<file path="src/i2c_status_pkg.sv">
// shared constants and types for the serial bus status and interrupt-enable block
// assumes a 32-bit apb slave port and an external byte shifter on the same clock
package i2c_status_pkg;
	// register indices; byte address is four times the index
	localparam logic [5:0] IDX_DATA_BUF = 6'h04; // serial_data_buffer
	localparam logic [5:0] IDX_STATUS   = 6'h05; // serial_bus_event_status
	localparam logic [5:0] IDX_IRQ_EN   = 6'h06; // serial_bus_irq_enable
	localparam logic [5:0] IDX_CTRL     = 6'h0A; // enable, master, stretch point
	localparam logic [5:0] IDX_OWN_ADDR = 6'h0B; // own_slave_address
	localparam logic [5:0] IDX_TIMEOUT  = 6'h0C; // timeout_limit
	// status bit positions
	localparam int ST_START   = 0;
	localparam int ST_TX_DONE = 1;
	localparam int ST_RX_RDY  = 2;
	localparam int ST_STRETCH = 3;
	localparam int ST_TIMEOUT = 4;
	localparam int ST_ADDR    = 5;
	localparam int ST_ARB     = 6;
	localparam int ST_NACK    = 7;
	localparam int ST_BCAST   = 8;
	localparam int ST_OVERRUN = 9;
	localparam int ST_SCL     = 10;
	localparam int ST_MBUSY   = 14;
	localparam int ST_BUS     = 15;
	localparam int FLAG_N     = 10;
	// enable-register bits with roles beyond the per-flag irq enables
	localparam int IE_BCAST_EN   = 8;
	localparam int IE_STRETCH_EN = 10;
	// software write behaviour of the flag bits
	localparam logic [15:0] SW_SET_MASK = 16'h0333; // writing one raises these
	localparam logic [15:0] SW_CLR_MASK = 16'h01FF; // writing zero clears these
	localparam logic [15:0] IE_RW_MASK  = 16'h07FF;
	localparam logic [15:0] REG_RESET   = 16'h0000;
	// control register fields
	localparam int CTRL_EN   = 0;
	localparam int CTRL_MST  = 1;
	localparam int CTRL_STRS = 2;
	localparam int STRS_W    = 2;
	localparam logic [6:0] BCAST_ADDR = 7'h00;
	// per-cycle events from the byte shifter, all one-cycle pulses
	typedef struct packed {
		logic       op_start;
		logic       op_done;
		logic       start_fail;
		logic       addr_valid;
		logic [6:0] addr;
		logic       tx_ack_done;
		logic       tx_nack;
		logic       rx_done;
		logic [7:0] rx_data;
		logic       stretch_point;
		logic       arb_lost;
	} shift_evt_t;
endpackage

</file>
<file path="src/i2c_status_irq.sv">
// status flags, interrupt enables and apb register file of the serial bus controller
// assumes the byte shifter shares pclk and reports events as one-cycle pulses
//
// Function
// - stretch flag holds scl low until cleared
// - master timeout on start fail or long low
// - address match against own slave address
// - arbitration loss sets flag, clears master select
// - nack from receiver sets nack flag
// - broadcast flag only when enabled and received
// - second unread received byte sets overrun
// - buffer read clears overrun, zero write doesnt
// - read-only bit shows scl level
// - module busy from operation start to end
// - bus occupied between start and stop
// - software clears flags, some settable by software
// - stretch, arbitration, nack flags hardware-set only
// - enable bits gate matching flags to interrupt
// - broadcast enable gates response and flag
// - stretch enable holds scl at chosen point
// - unused bits read as zero
// - enable register read/write, resets to zero
// - start flag on start or repeated start
// - transmit done after byte and acknowledge
// - receive ready on full byte, hardware only
module i2c_status_irq #(
	parameter int TO_W = 16
) (
	input  wire logic                      pclk,
	input  wire logic                      presetn,
	// apb slave
	input  wire logic                      psel,
	input  wire logic                      penable,
	input  wire logic                      pwrite,
	input  wire logic [7:0]                paddr,
	input  wire logic [31:0]               pwdata,
	output logic      [31:0]               prdata,
	output logic                           pready,
	output logic                           pslverr,
	// bus lines, scl is open drain
	input  wire logic                      scl_i,
	input  wire logic                      sda_i,
	output logic                           scl_o,
	output logic                           scl_oe,
	// byte shifter side
	input  wire i2c_status_pkg::shift_evt_t evt,
	output logic                           module_enable,
	output logic                           master_select,
	output logic [i2c_status_pkg::STRS_W-1:0] stretch_point_select,
	output logic                           bcast_respond,
	output logic                           own_addr_ack,
	// cpu interrupt request
	output logic                           irq
);
	localparam int FLAG_BITS = i2c_status_pkg::FLAG_N; // number of stored event flags

	logic [15:0]     status_q;     // flag bits 9:0 are stored here
	logic [15:0]     status_rd;    // assembled read view
	logic [15:0]     irq_en_q;     // serial_bus_irq_enable
	logic [6:0]      own_addr_q;   // own_slave_address
	logic [TO_W-1:0] timeout_q;    // timeout_limit in pclk cycles
	logic [7:0]      rx_buf_q;     // last received byte
	logic            rx_unread_q;  // a byte waits for the cpu
	logic            mbusy_q;      // module_busy
	logic            bus_occ_q;    // bus_occupied
	logic            mst_q;        // master_select
	logic            en_q;         // module_enable
	logic [i2c_status_pkg::STRS_W-1:0] strs_q;
	logic            scl_level;
	logic            start_det;
	logic            stop_det;
	logic            low_expired;
	logic            wr_acc;       // write access phase
	logic            rd_acc;       // read access phase
	logic            setup;        // setup phase
	logic [5:0]      idx;          // register index from the address
	logic            idx_ok;       // address hits a register
	logic [15:0]     wdata16;
	logic [FLAG_BITS-1:0] hw_set;  // hardware set requests
	logic            to_event;     // timeout this cycle
	logic            buf_read;     // cpu reads the data buffer

	// line synchroniser and start/stop finder
	line_watch u_line (
		.pclk      (pclk),
		.presetn   (presetn),
		.scl_pin   (scl_i),
		.sda_pin   (sda_i),
		.scl_level (scl_level),
		.start_det (start_det),
		.stop_det  (stop_det)
	);

	// measures how long scl is held low while we are master
	scl_low_timer #(
		.CNT_W (TO_W)
	) u_timer (
		.pclk      (pclk),
		.presetn   (presetn),
		.run       (mst_q & en_q),
		.scl_level (scl_level),
		.limit     (timeout_q),
		.expired   (low_expired)
	);

	// apb decode; zero-wait slave, read data captured in the setup cycle
	assign setup   = psel & ~penable;
	assign wr_acc  = psel & penable & pwrite & idx_ok;
	assign rd_acc  = psel & penable & ~pwrite & idx_ok;
	assign idx     = paddr[7:2];
	assign wdata16 = pwdata[15:0];
	assign pready  = 1'b1;
	// unmapped or misaligned addresses answer with an error and no effect
	assign pslverr = psel & penable & ~idx_ok;

	// which indices exist
	always_comb begin
		idx_ok = 1'b0;
		if (paddr[1:0] == 2'h0) begin
			unique case (idx)
				i2c_status_pkg::IDX_DATA_BUF,
				i2c_status_pkg::IDX_STATUS,
				i2c_status_pkg::IDX_IRQ_EN,
				i2c_status_pkg::IDX_CTRL,
				i2c_status_pkg::IDX_OWN_ADDR,
				i2c_status_pkg::IDX_TIMEOUT: idx_ok = 1'b1;
				default:                     idx_ok = 1'b0;
			endcase
		end
	end

	assign buf_read = rd_acc && idx == i2c_status_pkg::IDX_DATA_BUF;

	// timeout only counts in master mode
	assign to_event = mst_q & (evt.start_fail | low_expired);

	// hardware set requests for every flag
	always_comb begin
		hw_set = '0;
		hw_set[i2c_status_pkg::ST_START]   = start_det & en_q;
		hw_set[i2c_status_pkg::ST_TX_DONE] = evt.tx_ack_done;
		hw_set[i2c_status_pkg::ST_RX_RDY]  = evt.rx_done;
		// stretch only when enabled, at the point the shifter reports
		hw_set[i2c_status_pkg::ST_STRETCH] =
			evt.stretch_point & irq_en_q[i2c_status_pkg::IE_STRETCH_EN];
		hw_set[i2c_status_pkg::ST_TIMEOUT] = to_event;
		hw_set[i2c_status_pkg::ST_ADDR]    =
			evt.addr_valid && evt.addr == own_addr_q;
		hw_set[i2c_status_pkg::ST_ARB]     = evt.arb_lost & mst_q;
		hw_set[i2c_status_pkg::ST_NACK]    = evt.tx_ack_done & evt.tx_nack;
		hw_set[i2c_status_pkg::ST_BCAST]   = evt.addr_valid
			&& evt.addr == i2c_status_pkg::BCAST_ADDR
			&& irq_en_q[i2c_status_pkg::IE_BCAST_EN];
		// a byte arriving while the previous one is unread is an overrun
		hw_set[i2c_status_pkg::ST_OVERRUN] = evt.rx_done & rx_unread_q;
	end

	// flag storage; a hardware set always wins over a clear in the same cycle
	generate
		for (genvar b = 0; b < FLAG_BITS; b++) begin : g_flag
			always_ff @(posedge pclk or negedge presetn) begin
				if (!presetn) begin
					status_q[b] <= 1'b0;
				end else if (hw_set[b]) begin
					status_q[b] <= 1'b1;
				end else if (wr_acc && idx == i2c_status_pkg::IDX_STATUS) begin
					// zero clears where allowed, one sets only where allowed
					if (wdata16[b] && i2c_status_pkg::SW_SET_MASK[b]) begin
						status_q[b] <= 1'b1;
					end else if (!wdata16[b] && i2c_status_pkg::SW_CLR_MASK[b]) begin
						status_q[b] <= 1'b0;
					end
				end else if (b == i2c_status_pkg::ST_OVERRUN && buf_read) begin
					status_q[b] <= 1'b0;
				end
			end
		end
	endgenerate

	// upper status bits are not stored as flags
	assign status_q[15:FLAG_BITS] = '0;

	// read view: live scl, busy bits, reserved as zero
	always_comb begin
		status_rd = '0;
		status_rd[FLAG_BITS-1:0]         = status_q[FLAG_BITS-1:0];
		status_rd[i2c_status_pkg::ST_SCL]   = scl_level;
		status_rd[i2c_status_pkg::ST_MBUSY] = mbusy_q;
		status_rd[i2c_status_pkg::ST_BUS]   = bus_occ_q;
	end

	// interrupt enables, unused bits never stored
	always_ff @(posedge pclk or negedge presetn) begin
		if (!presetn) begin
			irq_en_q <= i2c_status_pkg::REG_RESET;
		end else if (wr_acc && idx == i2c_status_pkg::IDX_IRQ_EN) begin
			irq_en_q <= wdata16 & i2c_status_pkg::IE_RW_MASK;
		end
	end

	// control: enable, master select, stretch point
	always_ff @(posedge pclk or negedge presetn) begin
		if (!presetn) begin
			en_q   <= 1'b0;
			mst_q  <= 1'b0;
			strs_q <= '0;
		end else begin
			if (wr_acc && idx == i2c_status_pkg::IDX_CTRL) begin
				en_q   <= wdata16[i2c_status_pkg::CTRL_EN];
				mst_q  <= wdata16[i2c_status_pkg::CTRL_MST];
				strs_q <= wdata16[i2c_status_pkg::CTRL_STRS +: i2c_status_pkg::STRS_W];
			end
			// losing arbitration drops us to slave even against a same-cycle write
			if (evt.arb_lost && mst_q) begin
				mst_q <= 1'b0;
			end
		end
	end

	// own address and timeout limit
	always_ff @(posedge pclk or negedge presetn) begin
		if (!presetn) begin
			own_addr_q <= '0;
			timeout_q  <= '0;
		end else if (wr_acc) begin
			if (idx == i2c_status_pkg::IDX_OWN_ADDR) begin
				own_addr_q <= wdata16[6:0];
			end
			if (idx == i2c_status_pkg::IDX_TIMEOUT) begin
				timeout_q <= wdata16[TO_W-1:0];
			end
		end
	end

	// receive byte and unread marker; a new byte beats a same-cycle read
	always_ff @(posedge pclk or negedge presetn) begin
		if (!presetn) begin
			rx_buf_q    <= '0;
			rx_unread_q <= 1'b0;
		end else if (evt.rx_done) begin
			// newest byte kept; the older unread one is lost on overrun
			rx_buf_q    <= evt.rx_data;
			rx_unread_q <= 1'b1;
		end else if (buf_read) begin
			rx_unread_q <= 1'b0;
		end
	end

	// module busy spans one shifter operation or ends on master timeout
	always_ff @(posedge pclk or negedge presetn) begin
		if (!presetn) begin
			mbusy_q <= 1'b0;
		end else if (evt.op_start) begin
			mbusy_q <= 1'b1;
		end else if (evt.op_done || to_event) begin
			mbusy_q <= 1'b0;
		end
	end

	// bus occupancy from line conditions; forced idle while disabled
	always_ff @(posedge pclk or negedge presetn) begin
		if (!presetn) begin
			bus_occ_q <= 1'b0;
		end else if (!en_q) begin
			bus_occ_q <= 1'b0;
		end else if (start_det) begin
			bus_occ_q <= 1'b1;
		end else if (stop_det) begin
			bus_occ_q <= 1'b0;
		end
	end

	// read data registered in the setup cycle so prdata comes from a flop
	always_ff @(posedge pclk or negedge presetn) begin
		if (!presetn) begin
			prdata <= '0;
		end else if (setup && !pwrite) begin
			prdata <= '0;
			unique case (idx)
				i2c_status_pkg::IDX_DATA_BUF: prdata[7:0]  <= rx_buf_q;
				i2c_status_pkg::IDX_STATUS:   prdata[15:0] <= status_rd;
				i2c_status_pkg::IDX_IRQ_EN:   prdata[15:0] <= irq_en_q;
				i2c_status_pkg::IDX_CTRL: begin
					prdata[i2c_status_pkg::CTRL_EN]  <= en_q;
					prdata[i2c_status_pkg::CTRL_MST] <= mst_q;
					prdata[i2c_status_pkg::CTRL_STRS +: i2c_status_pkg::STRS_W] <= strs_q;
				end
				i2c_status_pkg::IDX_OWN_ADDR: prdata[6:0] <= own_addr_q;
				i2c_status_pkg::IDX_TIMEOUT:  prdata[TO_W-1:0] <= timeout_q;
				default:                      prdata <= '0;
			endcase
		end
	end

	// scl is pulled low only while the stretch flag stands
	assign scl_o  = 1'b0;
	assign scl_oe = status_q[i2c_status_pkg::ST_STRETCH];

	// shifter-facing controls
	assign module_enable        = en_q;
	assign master_select        = mst_q;
	assign stretch_point_select = strs_q;
	// without the enable the broadcast address is simply not acknowledged
	assign bcast_respond = evt.addr_valid && evt.addr == i2c_status_pkg::BCAST_ADDR
		&& irq_en_q[i2c_status_pkg::IE_BCAST_EN];
	assign own_addr_ack  = evt.addr_valid && evt.addr == own_addr_q;

	// level request: any flag whose enable is set; broadcast flag uses its
	// enable bit too, since that bit also gates the flag itself
	assign irq = |(status_q[FLAG_BITS-1:0] & irq_en_q[FLAG_BITS-1:0]);
endmodule

</file>
<file path="src/line_watch.sv">
// synchronises the bus lines and finds start and stop conditions
// assumes scl and sda arrive asynchronously from the pins
module line_watch (
	input  wire logic pclk,
	input  wire logic presetn,
	input  wire logic scl_pin,
	input  wire logic sda_pin,
	output logic      scl_level,
	output logic      start_det,
	output logic      stop_det
);
	logic [1:0] scl_sync_q; // two-stage synchroniser, stage 0 read by stage 1 only
	logic [1:0] sda_sync_q;
	logic       sda_prev_q; // last settled sda level

	// idle bus is high, so the synchronisers reset high to avoid false starts
	always_ff @(posedge pclk or negedge presetn) begin
		if (!presetn) begin
			scl_sync_q <= 2'h3;
			sda_sync_q <= 2'h3;
			sda_prev_q <= 1'b1;
		end else begin
			scl_sync_q <= {scl_sync_q[0], scl_pin};
			sda_sync_q <= {sda_sync_q[0], sda_pin};
			sda_prev_q <= sda_sync_q[1];
		end
	end

	assign scl_level = scl_sync_q[1];
	// sda falling while scl high is a start, rising is a stop
	assign start_det = scl_sync_q[1] & sda_prev_q & ~sda_sync_q[1];
	assign stop_det  = scl_sync_q[1] & ~sda_prev_q & sda_sync_q[1];
endmodule

</file>
<file path="src/scl_low_timer.sv">
// counts pclk cycles of scl low and pulses once when the limit is reached
// assumes scl_level is already synchronised; a limit of zero disables it
module scl_low_timer #(
	parameter int CNT_W = 16
) (
	input  wire logic             pclk,
	input  wire logic             presetn,
	input  wire logic             run,
	input  wire logic             scl_level,
	input  wire logic [CNT_W-1:0] limit,
	output logic                  expired
);
	logic [CNT_W-1:0] cnt_q; // saturating low-time count
	logic [CNT_W-1:0] cnt_d;

	// restart on every high phase; saturate so the pulse fires once
	always_comb begin
		cnt_d = cnt_q;
		if (!run || scl_level || limit == '0) begin
			cnt_d = '0;
		end else if (cnt_q != limit) begin
			cnt_d = cnt_q + 1'b1;
		end
	end

	always_ff @(posedge pclk or negedge presetn) begin
		if (!presetn) begin
			cnt_q   <= '0;
			expired <= 1'b0;
		end else begin
			cnt_q   <= cnt_d;
			expired <= (cnt_d == limit) && (cnt_q != limit) && (limit != '0);
		end
	end
endmodule

</file>
<file path="config.mk">
export PLATFORM = sky130hd
export DESIGN_NAME = i2c_status_irq
export DESIGN_NICKNAME = d
export VERILOG_FILES = /design/src/i2c_status_pkg.sv /design/src/i2c_status_irq.sv /design/src/line_watch.sv /design/src/scl_low_timer.sv
export SDC_FILE = /design/constraint.sdc
export NUM_CORES = 1
export LEC_CHECK = 0
export ABC_AREA = 1
export BUFFER_PORTS_ARGS = -buffer_cell sky130_fd_sc_hd__buf_2
export CORE_ASPECT_RATIO = 0.5
export CORE_MARGIN = 1
export CORE_UTILIZATION = 58
export DETAILED_ROUTE_END_ITERATION = 7
export GPL_TIMING_DRIVEN = 0
export PLACE_DENSITY = 0.85
export SLEW_MARGIN = 20
export SYNTH_ARGS = -nofsm -noshare
export SYNTH_HDL_FRONTEND = slang
export SYNTH_HIERARCHICAL = 1
export SYNTH_SLANG_ARGS = --single-unit
</file>
<file path="constraint.sdc">
create_clock -name pclk -period 3.1 [get_ports pclk]
set_clock_uncertainty 0.05 [all_clocks]
set_input_delay 0.465 -clock pclk [delete_from_list [all_inputs] [get_ports pclk]]
set_output_delay 0.465 -clock pclk [all_outputs]
set_load 0.01 [all_outputs]
</file>
==> results.md, run 1 <==
- The flow ran to the end, and the final reports show no timing, DRC or antenna violations.
- The number of antenna diodes in the final layout is 0.
- For this run, design rule violations remaining after detail routing come to 0.
- The layout cell share with drive strength beyond 1 is between 10% and 20%.
- The highest metal layer with signal wires is met4.
- The area occupied by multi-input gates is around 2800 sq um.
- In this run the static leakage power is 0.00386 uW.
- The average instance in the mapped netlist occupies 7.03 sq um.
- The number of primary I/O pins is 114.
- The final count of pins violating max slew is 0.
- The worst setup path is captured at a primary output.
- The initial utilization of the core area, before any placement, comes to roughly three fifths.
- Setup repair after global routing left no endpoint under its margin.
- Summing all flip-flop and latch instances after layout gives roughly 2400 sq um.
- The final hold slack is ~0.16 ns.
- The number of global-route vias before repair is 5598.
- The register clock-pin slew on the reported worst setup and hold paths is ~0.070 ns.
- The simple-gate share of the synthesized area is between 30% and 40%.
- In the layout the commonest cells are 298 x sky130_fd_sc_hd__nand2_1, 100 x sky130_fd_sc_hd__inv_1, 92 x sky130_fd_sc_hd__dfrtp_1.
- The die is ~140 um wide.
- The final net count is around 1000.
- After detailed routing, the wire length on met1 is 7.21 mm.
- The multiplexer area fraction after synthesis is 0%.
- The number of cell rows is 25.
- The count of buffers inserted at the top-level ports is 79.
- Max-cap violations in this run came to 0.
- In the detailed route, the total length drawn on met2 is between 7 and 8 mm.
- The later pin in the worst-skew pair is clocked with a latency of 0.35 ns.
- The post-synthesis compound-gate area fraction is roughly 6.8%.
- The dominant synthesized flop cell is sky130_fd_sc_hd__dfrtp_1.
- The routability-driven placement congestion ratio is 0.936.
- The global-route usage over all layers is around a third.
- The overall die area is 10600 sq um.
- The share of async-settable or async-resettable flops after synthesis is 100%.
- The total congestion overflow after global routing is 0.
- The share of the synthesized netlist area taken by xor and xnor gates is between 1 and 1.5%.
- For the worst setup path, the data required time is around 2.6 ns.
- The critical path starts at paddr[7].
- The longest clock path from root to sink contains 2 buffers.
- The count of clock tree sinks is 97.
- The kind of critical path is primary input to primary output.
- Of the synthesized area, sequential elements account for between 40% and 50%.
- Along the worst hold path, the cell count comes to 1.
- Detailed placement ended at an HPWL of ~13 mm.
- The number of fill cells in the layout is between 800 and 900.
- TritonCTS built the clock tree.
- The share of the core filled with cells in the final layout is a little under three quarters.
- The per-cell routed wire length is around 16 um.
- The first global-routing pass estimated roughly 27 mm of wire.
- The start point of the worst min-delay path is sda_i.
- The region available for standard cell placement spans 9630 sq um.
- The maximum number of pins on one net before global-route repair is 56.
- The synthesis-to-finish area growth is 17.0%.
- The total number of vias is between 6000 and 7000.
- Overall power consumption after layout is estimated at 2830 uW.
- CTS built an H-tree with a depth of 3.
- Post-CTS repair changed the size of 0 cells.
- The root buffer cell chosen for the clock tree is sky130_fd_sc_hd__clkbuf_16.
- The number of optimization iterations in the first detailed-route pass is 5.
- Buffers inserted during clock tree synthesis total 9.
- During synthesis, Yosys emitted a total of 6 warnings.
- The setup TNS after final layout is 0 ns.
- The portion of the clock cycle consumed by the worst path in the final layout is 80.0%.
- Synthesis inferred just under 100 register bits.
- Using the TritonRoute via totals, the vias-per-cell ratio works out to between 5 and 6.
- The final hold violation count came to 0.
- In this run the worst hold path is classified as primary input to flop.
- The logic depth of the worst register-to-register path is 15.
- The detailed router finished its first iteration with around 510 violations.
- The length of routed met3 wiring is 1.58 mm.
- For this design the ratio of total power to cell area is about 410 nW/um^2.
- Across all register-to-register paths, the minimum setup slack is 0.76 ns.
- The vertical die dimension is around 73 um.
- The initial antenna violation count is 0.
- The startpoint kind of the worst setup timing path is a primary input.
- Synthesis handed over a netlist of roughly 840 instances.
- In this run the worst path has a maximum fanout of 10.
- The worst-case IR drop observed on VDD is ~0.31 mV.
- The number of distinct library cells after synthesis is 42.
- Timing would allow up to slightly above 400 MHz.
- For the pin with the worst max-slew slack, the measured transition is between 0.5 and 0.6 ns.
- Once detail routing completed, the nets flagged for antenna violations numbered 0.
- Setup violations remaining at the end of the flow were counted as 0.
- The end point of the most critical hold path is u_line/sda_sync_q[0]$_DFF_PN1_.
- In this run the critical register-to-register path is captured at u_timer/expired$_DFF_PN0_.
- The synthesized cell area is slightly below 6000 sq um.
- Measured against its own limit, the worst slew margin works out to ~60%.
- The reg-to-reg critical path startpoint is u_timer/cnt_q[0]$_DFF_PN0_.
- The minimum period implied by the final worst setup slack is between 2 and 2.5 ns.
- By area, the combinational part of the netlist is dominated by simple AND/OR/NAND/NOR gates.
- For the worst setup path, the data arrival time is between 1.5 and 2 ns.
- Yosys mapped a number of flops with a built-in enable equal to 0.
- After detailed routing, the total wire length is 17.0 mm.
- The leading cell type in the layout, fill and taps excluded is sky130_fd_sc_hd__nand2_1.
- Of the total synthesized cell area, the portion taken by full adders, half adders and majority gates is less than 1%.
==> worst max-delay path by stage <==
stage,to,cells past startpoint
after CTS,pslverr,9
after detailed placement,pslverr,9
after global placement,u_timer/cnt_q[10]$_DFF_PN0_,1
final,pslverr,9
after global routing,pslverr,9
after floorplan,pslverr,7
==> logic make-up (layout without fill, tap and decap cells) <==
group                      Yosys count  count (layout)
other                                2              18
DFF                                 97              97
adders and majority gates            1               1
and+or+nand+nor                    506             506
buffers and inverters              159             256
xor gates and xnor gates             7               7
AOI/OAI and AO/OA                   66              66
==> layout make-up <==
class | count | area share (%)
Inverter | 114 | 6.21
Multi-Input combinational cell | 598 | 40.7
Clock buffer | 11 | 3.52
Timing Repair Buffer | 81 | 6.38
Tap cell | 135 | 2.45
Sequential cell | 97 | 35.3
Clock inverter | 5 | 1.27
Buffer | 45 | 4.11
==> flip-flops by register name, summed over array words and instances (netlist names) <==
signal                cells
stretch_point_select      2
u_line/scl_sync_q         2
own_addr_q                7
rx_unread_q               1
irq_en_q                 11
rx_buf_q                  8
u_line/sda_prev_q         1
mbusy_q                   1
master_select             1
module_enable             1
bus_occ_q                 1
scl_oe                    1
status_q                  9
prdata                   16
u_timer/expired           1
u_line/sda_sync_q         2
timeout_q                16
u_timer/cnt_q            16
==> metrics by stage <==
step / setup WS (ns) / cells / cell area (sq um)
5_1_grt: 0.521 / 1086 / 6890
6_report: 0.621 / 1086 / 6890
3_3_place_gp: 0.530 / 1068 / 6510
4_1_cts: 0.664 / 1086 / 6890
2_1_floorplan: 1.23 / 854 / 5950
3_5_place_dp: 0.677 / 1069 / 6550
==> worst max-delay path, stage by stage <==
cell and delay, ns:
sky130_fd_sc_hd__buf_2 0.11, sky130_fd_sc_hd__nor2_2 0.23, sky130_fd_sc_hd__nand3_2 0.25, sky130_fd_sc_hd__nand3_2 0.16, sky130_fd_sc_hd__nor2_4 0.05, sky130_fd_sc_hd__nor2_8 0.16, sky130_fd_sc_hd__buf_2 0.32, sky130_fd_sc_hd__nor2_1 0.07
sky130_fd_sc_hd__buf_2 0.14
==> cell usage after synthesis, types with 5 or more instances <==
cell / number / area [sq um]
sky130_fd_sc_hd__nand4_1: 63 / 394
sky130_fd_sc_hd__nor2_1: 61 / 229
sky130_fd_sc_hd__nor3_1: 5 / 25.0
sky130_fd_sc_hd__nor2_2: 6 / 37.5
sky130_fd_sc_hd__nand3_1: 55 / 275
sky130_fd_sc_hd__nand2_1: 298 / 1120
sky130_fd_sc_hd__o21ai_0: 29 / 145
sky130_fd_sc_hd__clkbuf_1: 8 / 30.0
sky130_fd_sc_hd__inv_1: 100 / 375
sky130_fd_sc_hd__buf_2: 13 / 65.1
sky130_fd_sc_hd__dfstp_2: 5 / 131
sky130_fd_sc_hd__inv_2: 12 / 45.0
sky130_fd_sc_hd__xor2_1: 5 / 43.8
sky130_fd_sc_hd__buf_4: 22 / 165
sky130_fd_sc_hd__a21oi_1: 11 / 55.1
sky130_fd_sc_hd__dfrtp_1: 92 / 2300
==> per-layer routing <==
metal  global-route usage (%)  vias up
met3                     7.81       40
met1                     45.0     2784
met4                     13.2        0
met5                        0        -
met2                     55.3      305
li1                         -     2876
==> repair_timing <==
action                    CTS  global route
hold buffers                1             0
buffers inserted            0             0
hold endpoints to repair   13             0
==> power breakdown <==
group | switching (uW) | internal, uW
Sequential | 24.8 | 1300
Clock | 503 | 740
Combinational | 165 | 96.6
Power figures use the tool's default switching activity.
==> run 2, diff against run 1 <==
CORE_UTILIZATION = 56   (was 58)
PLACE_DENSITY = 0.83   (was 0.85)
clock period = 2.4 ns   (was 3.1 ns; I/O delays follow)
==> results.md, run 2 (synthesized netlist as in run 1, its figures left out) <==
- The worst slew slack as a fraction of its limit is 62.4% (+1.3 points).
- The overall die width is 147 um (+1.7%).
- The number of cells on the critical path is 15 (+6).
- The maximum number of pins on one net before global-route repair was 66 (+18%).
- The placeable core area is 10200 sq um (+6.0%).
- The per-cell routed wire length was 15.7 um (+0.28%).
- The signal arrival time at the worst endpoint is 2.47 ns (+0.51 ns).
- Clock tree synthesis selected as its root buffer the cell sky130_fd_sc_hd__clkbuf_16.
- The startpoint kind of the worst setup timing path is a flop.
- The layout cell share with drive strength beyond 1 came to 19.3% (+0.84 points).
- The count of clock tree sinks was 97 (unchanged).
- The effective utilization at floorplan is 57.6% (-3.5 points).
- The antenna cell count is 0 (unchanged).
- The cell-internal power is 2750 uW (+28%).
- The final count of pins violating max slew came to 0 (unchanged).
- The largest registers in the layout are prdata: 16 flops, timeout_q: 16 flops, u_timer/cnt_q: 16 flops.
- The number of optimization iterations in the first detailed-route pass is 6 (+1).
- Walking the worst path, the cells encountered are inv_1 -> nand4_1 -> nor2_1 -> nand2_1 -> inv_1 -> nor2_1 -> buf_2 -> nand3_1 -> nand2_1 -> nand2_1 -> inv_1 -> nand2_1 -> nor2_1 -> nand3_1 -> nor2_1.
- The number of buffers added by the clock tree synthesis step is 9 (unchanged).
- The count of maximum capacitance violations was 0 (unchanged).
- The library cell used most frequently in the layout, excluding fill and tap cells, is sky130_fd_sc_hd__nand2_1.
- The initial antenna violation count is 0 (unchanged).
- The total congestion overflow after global routing is 0 (unchanged).
- The number of global-route vias before repair is 5458 (-2.5%).
- The register clock-pin slew on the reported worst setup and hold paths is 0.07 ns (about the same).
- The total number of vias came to 6059 (+0.90%).
- The portion of the clock cycle consumed by the worst path in the final layout is a little over nine tenths.
- The biggest fanout along the worst timing path is 10 (unchanged).
- The maximum buffer depth of the clock tree is 2 (unchanged).
- The first-pass GRT wire length was 27.1 mm (about the same).
- The worst setup path is of the flop to flop kind.
- The number of primary I/O pins is 114 (unchanged).
- The final hold violation count is 0 (unchanged).
- The static leakage is 0.00385 uW (-0.25%).
- The clock group share of total power is 44.3% (+0.4 points).
- The endpoint type of the worst setup path is a flop.
- TritonCTS built the clock tree.
- The worst vdd rail ir drop is 0.350 mV (+13%).
- The total routed wirelength came to 17.1 mm (+0.74%).
- The combinational power share is 9.1% (about the same).
- The data required time of the worst path is 2.62 ns (+0.04 ns).
- The global-route usage over all layers is 32.5% (-1.7 points).
- The cell area power density came to 532 nW/um^2 (+29%).
- The routability-driven placement congestion ratio came to 0.946 (+1.1%).
- Setup repair after global routing left no endpoint under its margin.
- The switching share of total power is 25.4% (+0.91 points).
- The clock latency on the worst-skew pair is 0.35 ns (about the same).
- The family with the most delay on the worst path is simple AND/OR/NAND/NOR gates.
- The post-detailed-route via-to-cell ratio is 5.55 (+0.44%).
- The count of endpoints failing setup in the final report was 0 (unchanged).
- The vertical die dimension is 74.5 um (+1.7%).
- Derived from the worst setup path, the maximum achievable clock frequency is ~440 MHz.
- The DRC marker count from the first detailed-route iteration was 603 (+18%).
- The overall die area is 11000 sq um (+3.5%).
- The net switching power was 933 uW (+35%).
- The logic depth of the worst register-to-register path is 15 (unchanged).
- In this run the worst hold path is classified as primary input to flop.
- The DRC violations left was 0 (unchanged).
- On the critical path, the stage with the largest delay is an instance of sky130_fd_sc_hd__dfrtp_1.
- The final net count is 1018 (unchanged).
- The number of instances on the worst hold path came to 1 (unchanged).
- The placed standard-cell area came to 6550 sq um (about the same).
- The largest stage delay on the critical path was 0.50 ns (+0.18 ns).
- The count of buffers inserted at the top-level ports is 79 (unchanged).
- The run finished with clean final reports.
- The cell area after layout came to 6910 sq um (+0.33%).
- The minimum period implied by the final worst setup slack is roughly 2.2 ns.
- The number of cell rows is 26 (+4.0%).
- The post-DP HPWL is 12.8 mm (about the same).
- The library cells used most frequently in the layout, excluding fill and tap cells, are 298 x sky130_fd_sc_hd__nand2_1, 100 x sky130_fd_sc_hd__inv_1, 91 x sky130_fd_sc_hd__buf_2.
- The count of buffer and inverter cells on the critical path came to 4 (+1).
- The share of the core filled with cells in the final layout is 67.6% (-3.8 points).
- The area growth from synthesis to layout is 17.3%.
- The H-tree depth reported by CTS is 3 (unchanged).
- The transition time at the pin with the least slew margin was 0.563 ns (-0.0197 ns).
- The setup fix buffers added after clock tree synthesis came to 0 (unchanged).
- The register share of total power is 46.6% (-0.3 points).
- The number of antenna-violating nets in the routed design came to 0 (unchanged).
run 2: final cells by class:
type,count,area [sq um]
Fill cell,899,3310
Inverter,114,428
Buffer,45,284
Clock buffer,9,225
Sequential cell,97,2440
Tap cell,140,175
Multi-Input combinational cell,598,2810
Clock inverter,7,108
Timing Repair Buffer,81,439
run 2: power by group through the flow:
| stage | logic (uW) | registers [uW] | clock network [uW] |
|---|---|---|---|
| 2_1_floorplan | 158 | 1750 | 0 |
| 3_3_place_gp | 317 | 1740 | 0 |
| 3_5_place_dp | 329 | 1750 | 0 |
| 4_1_cts | 333 | 1710 | 1640 |
| 5_1_grt | 372 | 1720 | 1710 |
| 6_report | 335 | 1710 | 1630 |
run 2: timing repair:
action	CTS	global route
hold buffers	1	0
setup endpoints to repair	0	1
hold endpoints to repair	32	0
resized for setup	0	9
run 2: metal layers:
| metal | up-vias | GRT usage, % | wire length (um) |
|---|---|---|---|
| li1 | 2875 | - | - |
| met1 | 2842 | 43.4 | 7440 |
| met2 | 303 | 52.9 | 7830 |
| met3 | 39 | 6.93 | 1340 |
| met4 | 0 | 12.6 | 483 |
| met5 | - | 0 | 0 |
run 2: worst paths after layout:
check,end,slack (ns),start
min in group asynchronous,u_timer/cnt_q[13]$_DFF_PN0_,0.43,presetn
max in group asynchronous,u_line/sda_sync_q[1]$_DFF_PN1_,1.19,presetn
worst max register to register,u_timer/expired$_DFF_PN0_,0.15,timeout_q[12]$_DFFE_PN0P_
worst min-delay path,u_line/sda_sync_q[0]$_DFF_PN1_,0.07,sda_i
worst max-delay path,u_timer/expired$_DFF_PN0_,0.15,timeout_q[12]$_DFFE_PN0P_
worst min register to register,u_line/scl_sync_q[1]$_DFF_PN1_,0.31,u_line/scl_sync_q[0]$_DFF_PN1_
run 2: stage by stage:
stage	power, uW	hold WS [ns]	setup slack (ns)	setup TNS, ns	std cells
2_1_floorplan	1910	0.0144	0.590	0	854
3_3_place_gp	2060	0.296	-0.101	-8.40	1073
3_5_place_dp	2070	0.228	0.198	0	1074
4_1_cts	3690	0.0561	0.155	0	1091
5_1_grt	3800	0.0553	0.00483	0	1091
6_report	3680	0.0696	0.151	0	1091
run 2: worst reg2reg max path, delay by kind of cell (launching register included):
kind,cells,cell delay (ns)
AND/OR/NAND/NOR,11,1.14
buffers and inverters,4,0.50
flip-flops,1,0.50
==> run 3, diff against run 2 <==
BUFFER_PORTS_ARGS = -buffer_cell sky130_fd_sc_hd__buf_4   (was -buffer_cell sky130_fd_sc_hd__buf_2)
==> results.md, run 3 (synthesized netlist as in run 1, its figures left out) <==
- The flow ran to the end, and the final reports show no timing, DRC or antenna violations.
- The number of buffers added by the clock tree synthesis step was 9 (unchanged).
- The per-cell routed wire length was 15.6 um (-0.65%).
- The number of antenna-violating nets in the routed design is 0 (unchanged).
- Setup repair after global routing left no endpoint under its margin.
- The maximum number of pins on one net before global-route repair is 98 (+48%).
- The total of hold buffers inserted after clock tree synthesis is 0 (-1).
- The portion of the clock cycle consumed by the worst path in the final layout is 93.3% (-0.42 points).
- The data required time of the worst path is 1.99 ns (-0.63 ns).
- The DRC violations left is 0 (unchanged).
- The final net count is 1018 (unchanged).
- The switching share of total power is 27.2% (+1.8 points).
- The synthesis-to-finish area growth is 19.7%.
- The endpoint type of the worst setup path is a primary output.
- The number of global-route vias before repair came to 5325 (-2.4%).
- The minimum period implied by the final worst setup slack is 2.24 ns (-0.0101 ns).
- The register clock-pin slew on the reported worst setup and hold paths came to 0.08 ns (about the same).
- The placed standard-cell area came to 6720 sq um (+2.6%).
- The H-tree depth reported by CTS is 3 (unchanged).
- The post-DP HPWL is 12.7 mm (-1.0%).
- The worst vdd rail ir drop was 0.362 mV (+3.4%).
- The worst slew slack as a fraction of its limit was 41.0% (-21 points).
- The count of endpoints failing setup in the final report came to 0 (unchanged).
- The layout cell share with drive strength beyond 1 is 19.5% (+0.11 points).
- The startpoint kind of the worst setup timing path is a primary input.
- The static leakage was 0.00388 uW (+0.72%).
- The DRC marker count from the first detailed-route iteration is 602 (-0.17%).
- The reg2reg setup slack came to 0.18 ns (+0.03 ns).
- The vertical die dimension is 74.5 um (unchanged).
- The leading cell type in the layout, fill and taps excluded is sky130_fd_sc_hd__nand2_1.
- The root cell of the clock tree is sky130_fd_sc_hd__clkbuf_16.
- The final hold violation count came to 0 (unchanged).
- The post-detailed-route via-to-cell ratio is 5.51 (-0.78%).
- The biggest fanout along the worst timing path came to 10 (unchanged).
- The initial antenna violation count is 0 (unchanged).
- The total congestion overflow after global routing came to 0 (unchanged).
- The cell-internal power is 2580 uW (-6.2%).
- The transition time at the pin with the least slew margin was 0.885 ns (+0.322 ns).
- The signal arrival time at the worst endpoint is 1.83 ns (-0.64 ns).
- The maximum buffer depth of the clock tree was 2 (unchanged).
- The placeable core area is 10200 sq um (unchanged).
- The path category of the worst min-delay check is primary input to asynchronous set/reset pin.
- The setup TNS after final layout is 0 ns (unchanged).
- The number of optimization iterations in the first detailed-route pass was 7 (+1).
- The register share of total power is 48.5% (+1.9 points).
- The kind of critical path is primary input to primary output.
- The routability-driven placement congestion ratio is 0.955 (+0.93%).
- The number of primary I/O pins is 114 (unchanged).
- The signal on the critical path passes through buf_4 -> nor2_2 -> nand3_2 -> nand3_2 -> nor2_4 -> nor2_8 -> buf_2 -> nor2_1 -> buf_4.
- The overall die width is 147 um (unchanged).
- The total number of vias was 6012 (-0.78%).
- The clock group share of total power is 41.2% (-3.1 points).
- The cell area power density was 502 nW/um^2 (-5.7%).
- The global-route usage over all layers is 32.5% (about the same).
- The count of clock tree sinks was 97 (unchanged).
- The largest stage delay on the critical path is 0.32 ns (-0.18 ns).
- The cell area after layout is 7050 sq um (+2.0%).
- The total routed wirelength is 17.0 mm (-0.65%).
- The combinational power share is 10.3% (+1.2 points).
- The effective utilization at floorplan was 57.6% (unchanged).
- The clock latency on the worst-skew pair came to 0.35 ns (about the same).
- The maximum achievable frequency came to 447 MHz (+0.45%).
- The overall die area is 11000 sq um (unchanged).
- The count of maximum capacitance violations is 0 (unchanged).
- The count of buffers inserted at the top-level ports is 79 (unchanged).
- The antenna cell count is 0 (unchanged).
- The slowest cell on the critical path is sky130_fd_sc_hd__buf_2.
- The number of cell rows was 26 (unchanged).
- TritonCTS built the clock tree.
- The first-pass GRT wire length was 27.0 mm (-0.56%).
- The final count of pins violating max slew is 0 (unchanged).
- The largest registers in the layout are prdata: 16 flops, timeout_q: 16 flops, u_timer/cnt_q: 16 flops.
- Leaving out fill and tap cells, the most frequent cells in the layout are 298 x sky130_fd_sc_hd__nand2_1, 102 x sky130_fd_sc_hd__buf_4, 100 x sky130_fd_sc_hd__inv_1.
- The net switching power came to 961 uW (+3.0%).
[run 3: critical path, delay by kind of cell]
| family | cells | cell delay, ns |
|---|---|---|
| buffers and inverters | 3 | 0.59 |
| and+or+nand+nor | 6 | 0.89 |
[run 3: stage by stage]
step,std cells,worst slack (ns),total power [uW],utilization [%],hold slack [ns]
final,1091,0.161,3540,69.0,0.0190
after global placement,1073,0.147,2100,65.8,0.297
after CTS,1089,0.133,3540,68.7,0.0636
after global routing,1091,0.000464,3650,69.0,0.0566
after floorplan,854,0.590,1910,-,0.0144
after detailed placement,1073,0.190,2110,65.8,0.300
[run 3: power by group through the flow]
stage	combinational, uW	sequential (uW)	clock (uW)
floorplan	158	1750	0
global placement	353	1740	0
detailed placement	360	1750	0
CTS	362	1710	1470
global route	400	1720	1530
finish	364	1710	1460
[run 3: layout make-up]
cell class                 instances  area, sq um
buffer                            45          283
clock buffer                       9          225
clock inverter                     7         72.6
fill                             870         3170
inverter                         114          428
multi-input combinational        598         2810
sequential                        97         2440
tap                              140          175
timing repair buffer              81          612
[run 3: what timing repair did]
item / 4_1_cts / 5_1_grt
buffers inserted: 0 / 2
endpoints found under the setup margin: 0 / 1
gates resized for setup: 0 / 8
[run 3: final timing paths]
kind,startpoint,end,cells after the start
max in group asynchronous,presetn,timeout_q[15]$_DFFE_PN0P_,1
worst min-delay path,presetn,u_timer/cnt_q[10]$_DFF_PN0_,1
worst max register to register,timeout_q[5]$_DFFE_PN0P_,u_timer/expired$_DFF_PN0_,15
worst min register to register,u_line/scl_sync_q[0]$_DFF_PN1_,u_line/scl_sync_q[1]$_DFF_PN1_,0
worst max-delay path,paddr[7],pslverr,9
min in group pclk,sda_i,u_line/sda_sync_q[0]$_DFF_PN1_,1
[run 3: routing by layer]
| metal | share of wire, % | GRT usage (%) | vias to the layer above |
|---|---|---|---|
| li1 | - | - | 2871 |
| met1 | 42 | 44.0 | 2760 |
| met2 | 46 | 52.3 | 335 |
| met3 | 9.8 | 7.61 | 46 |
| met4 | 2.6 | 10.7 | 0 |
| met5 | 0 | 0 | - |
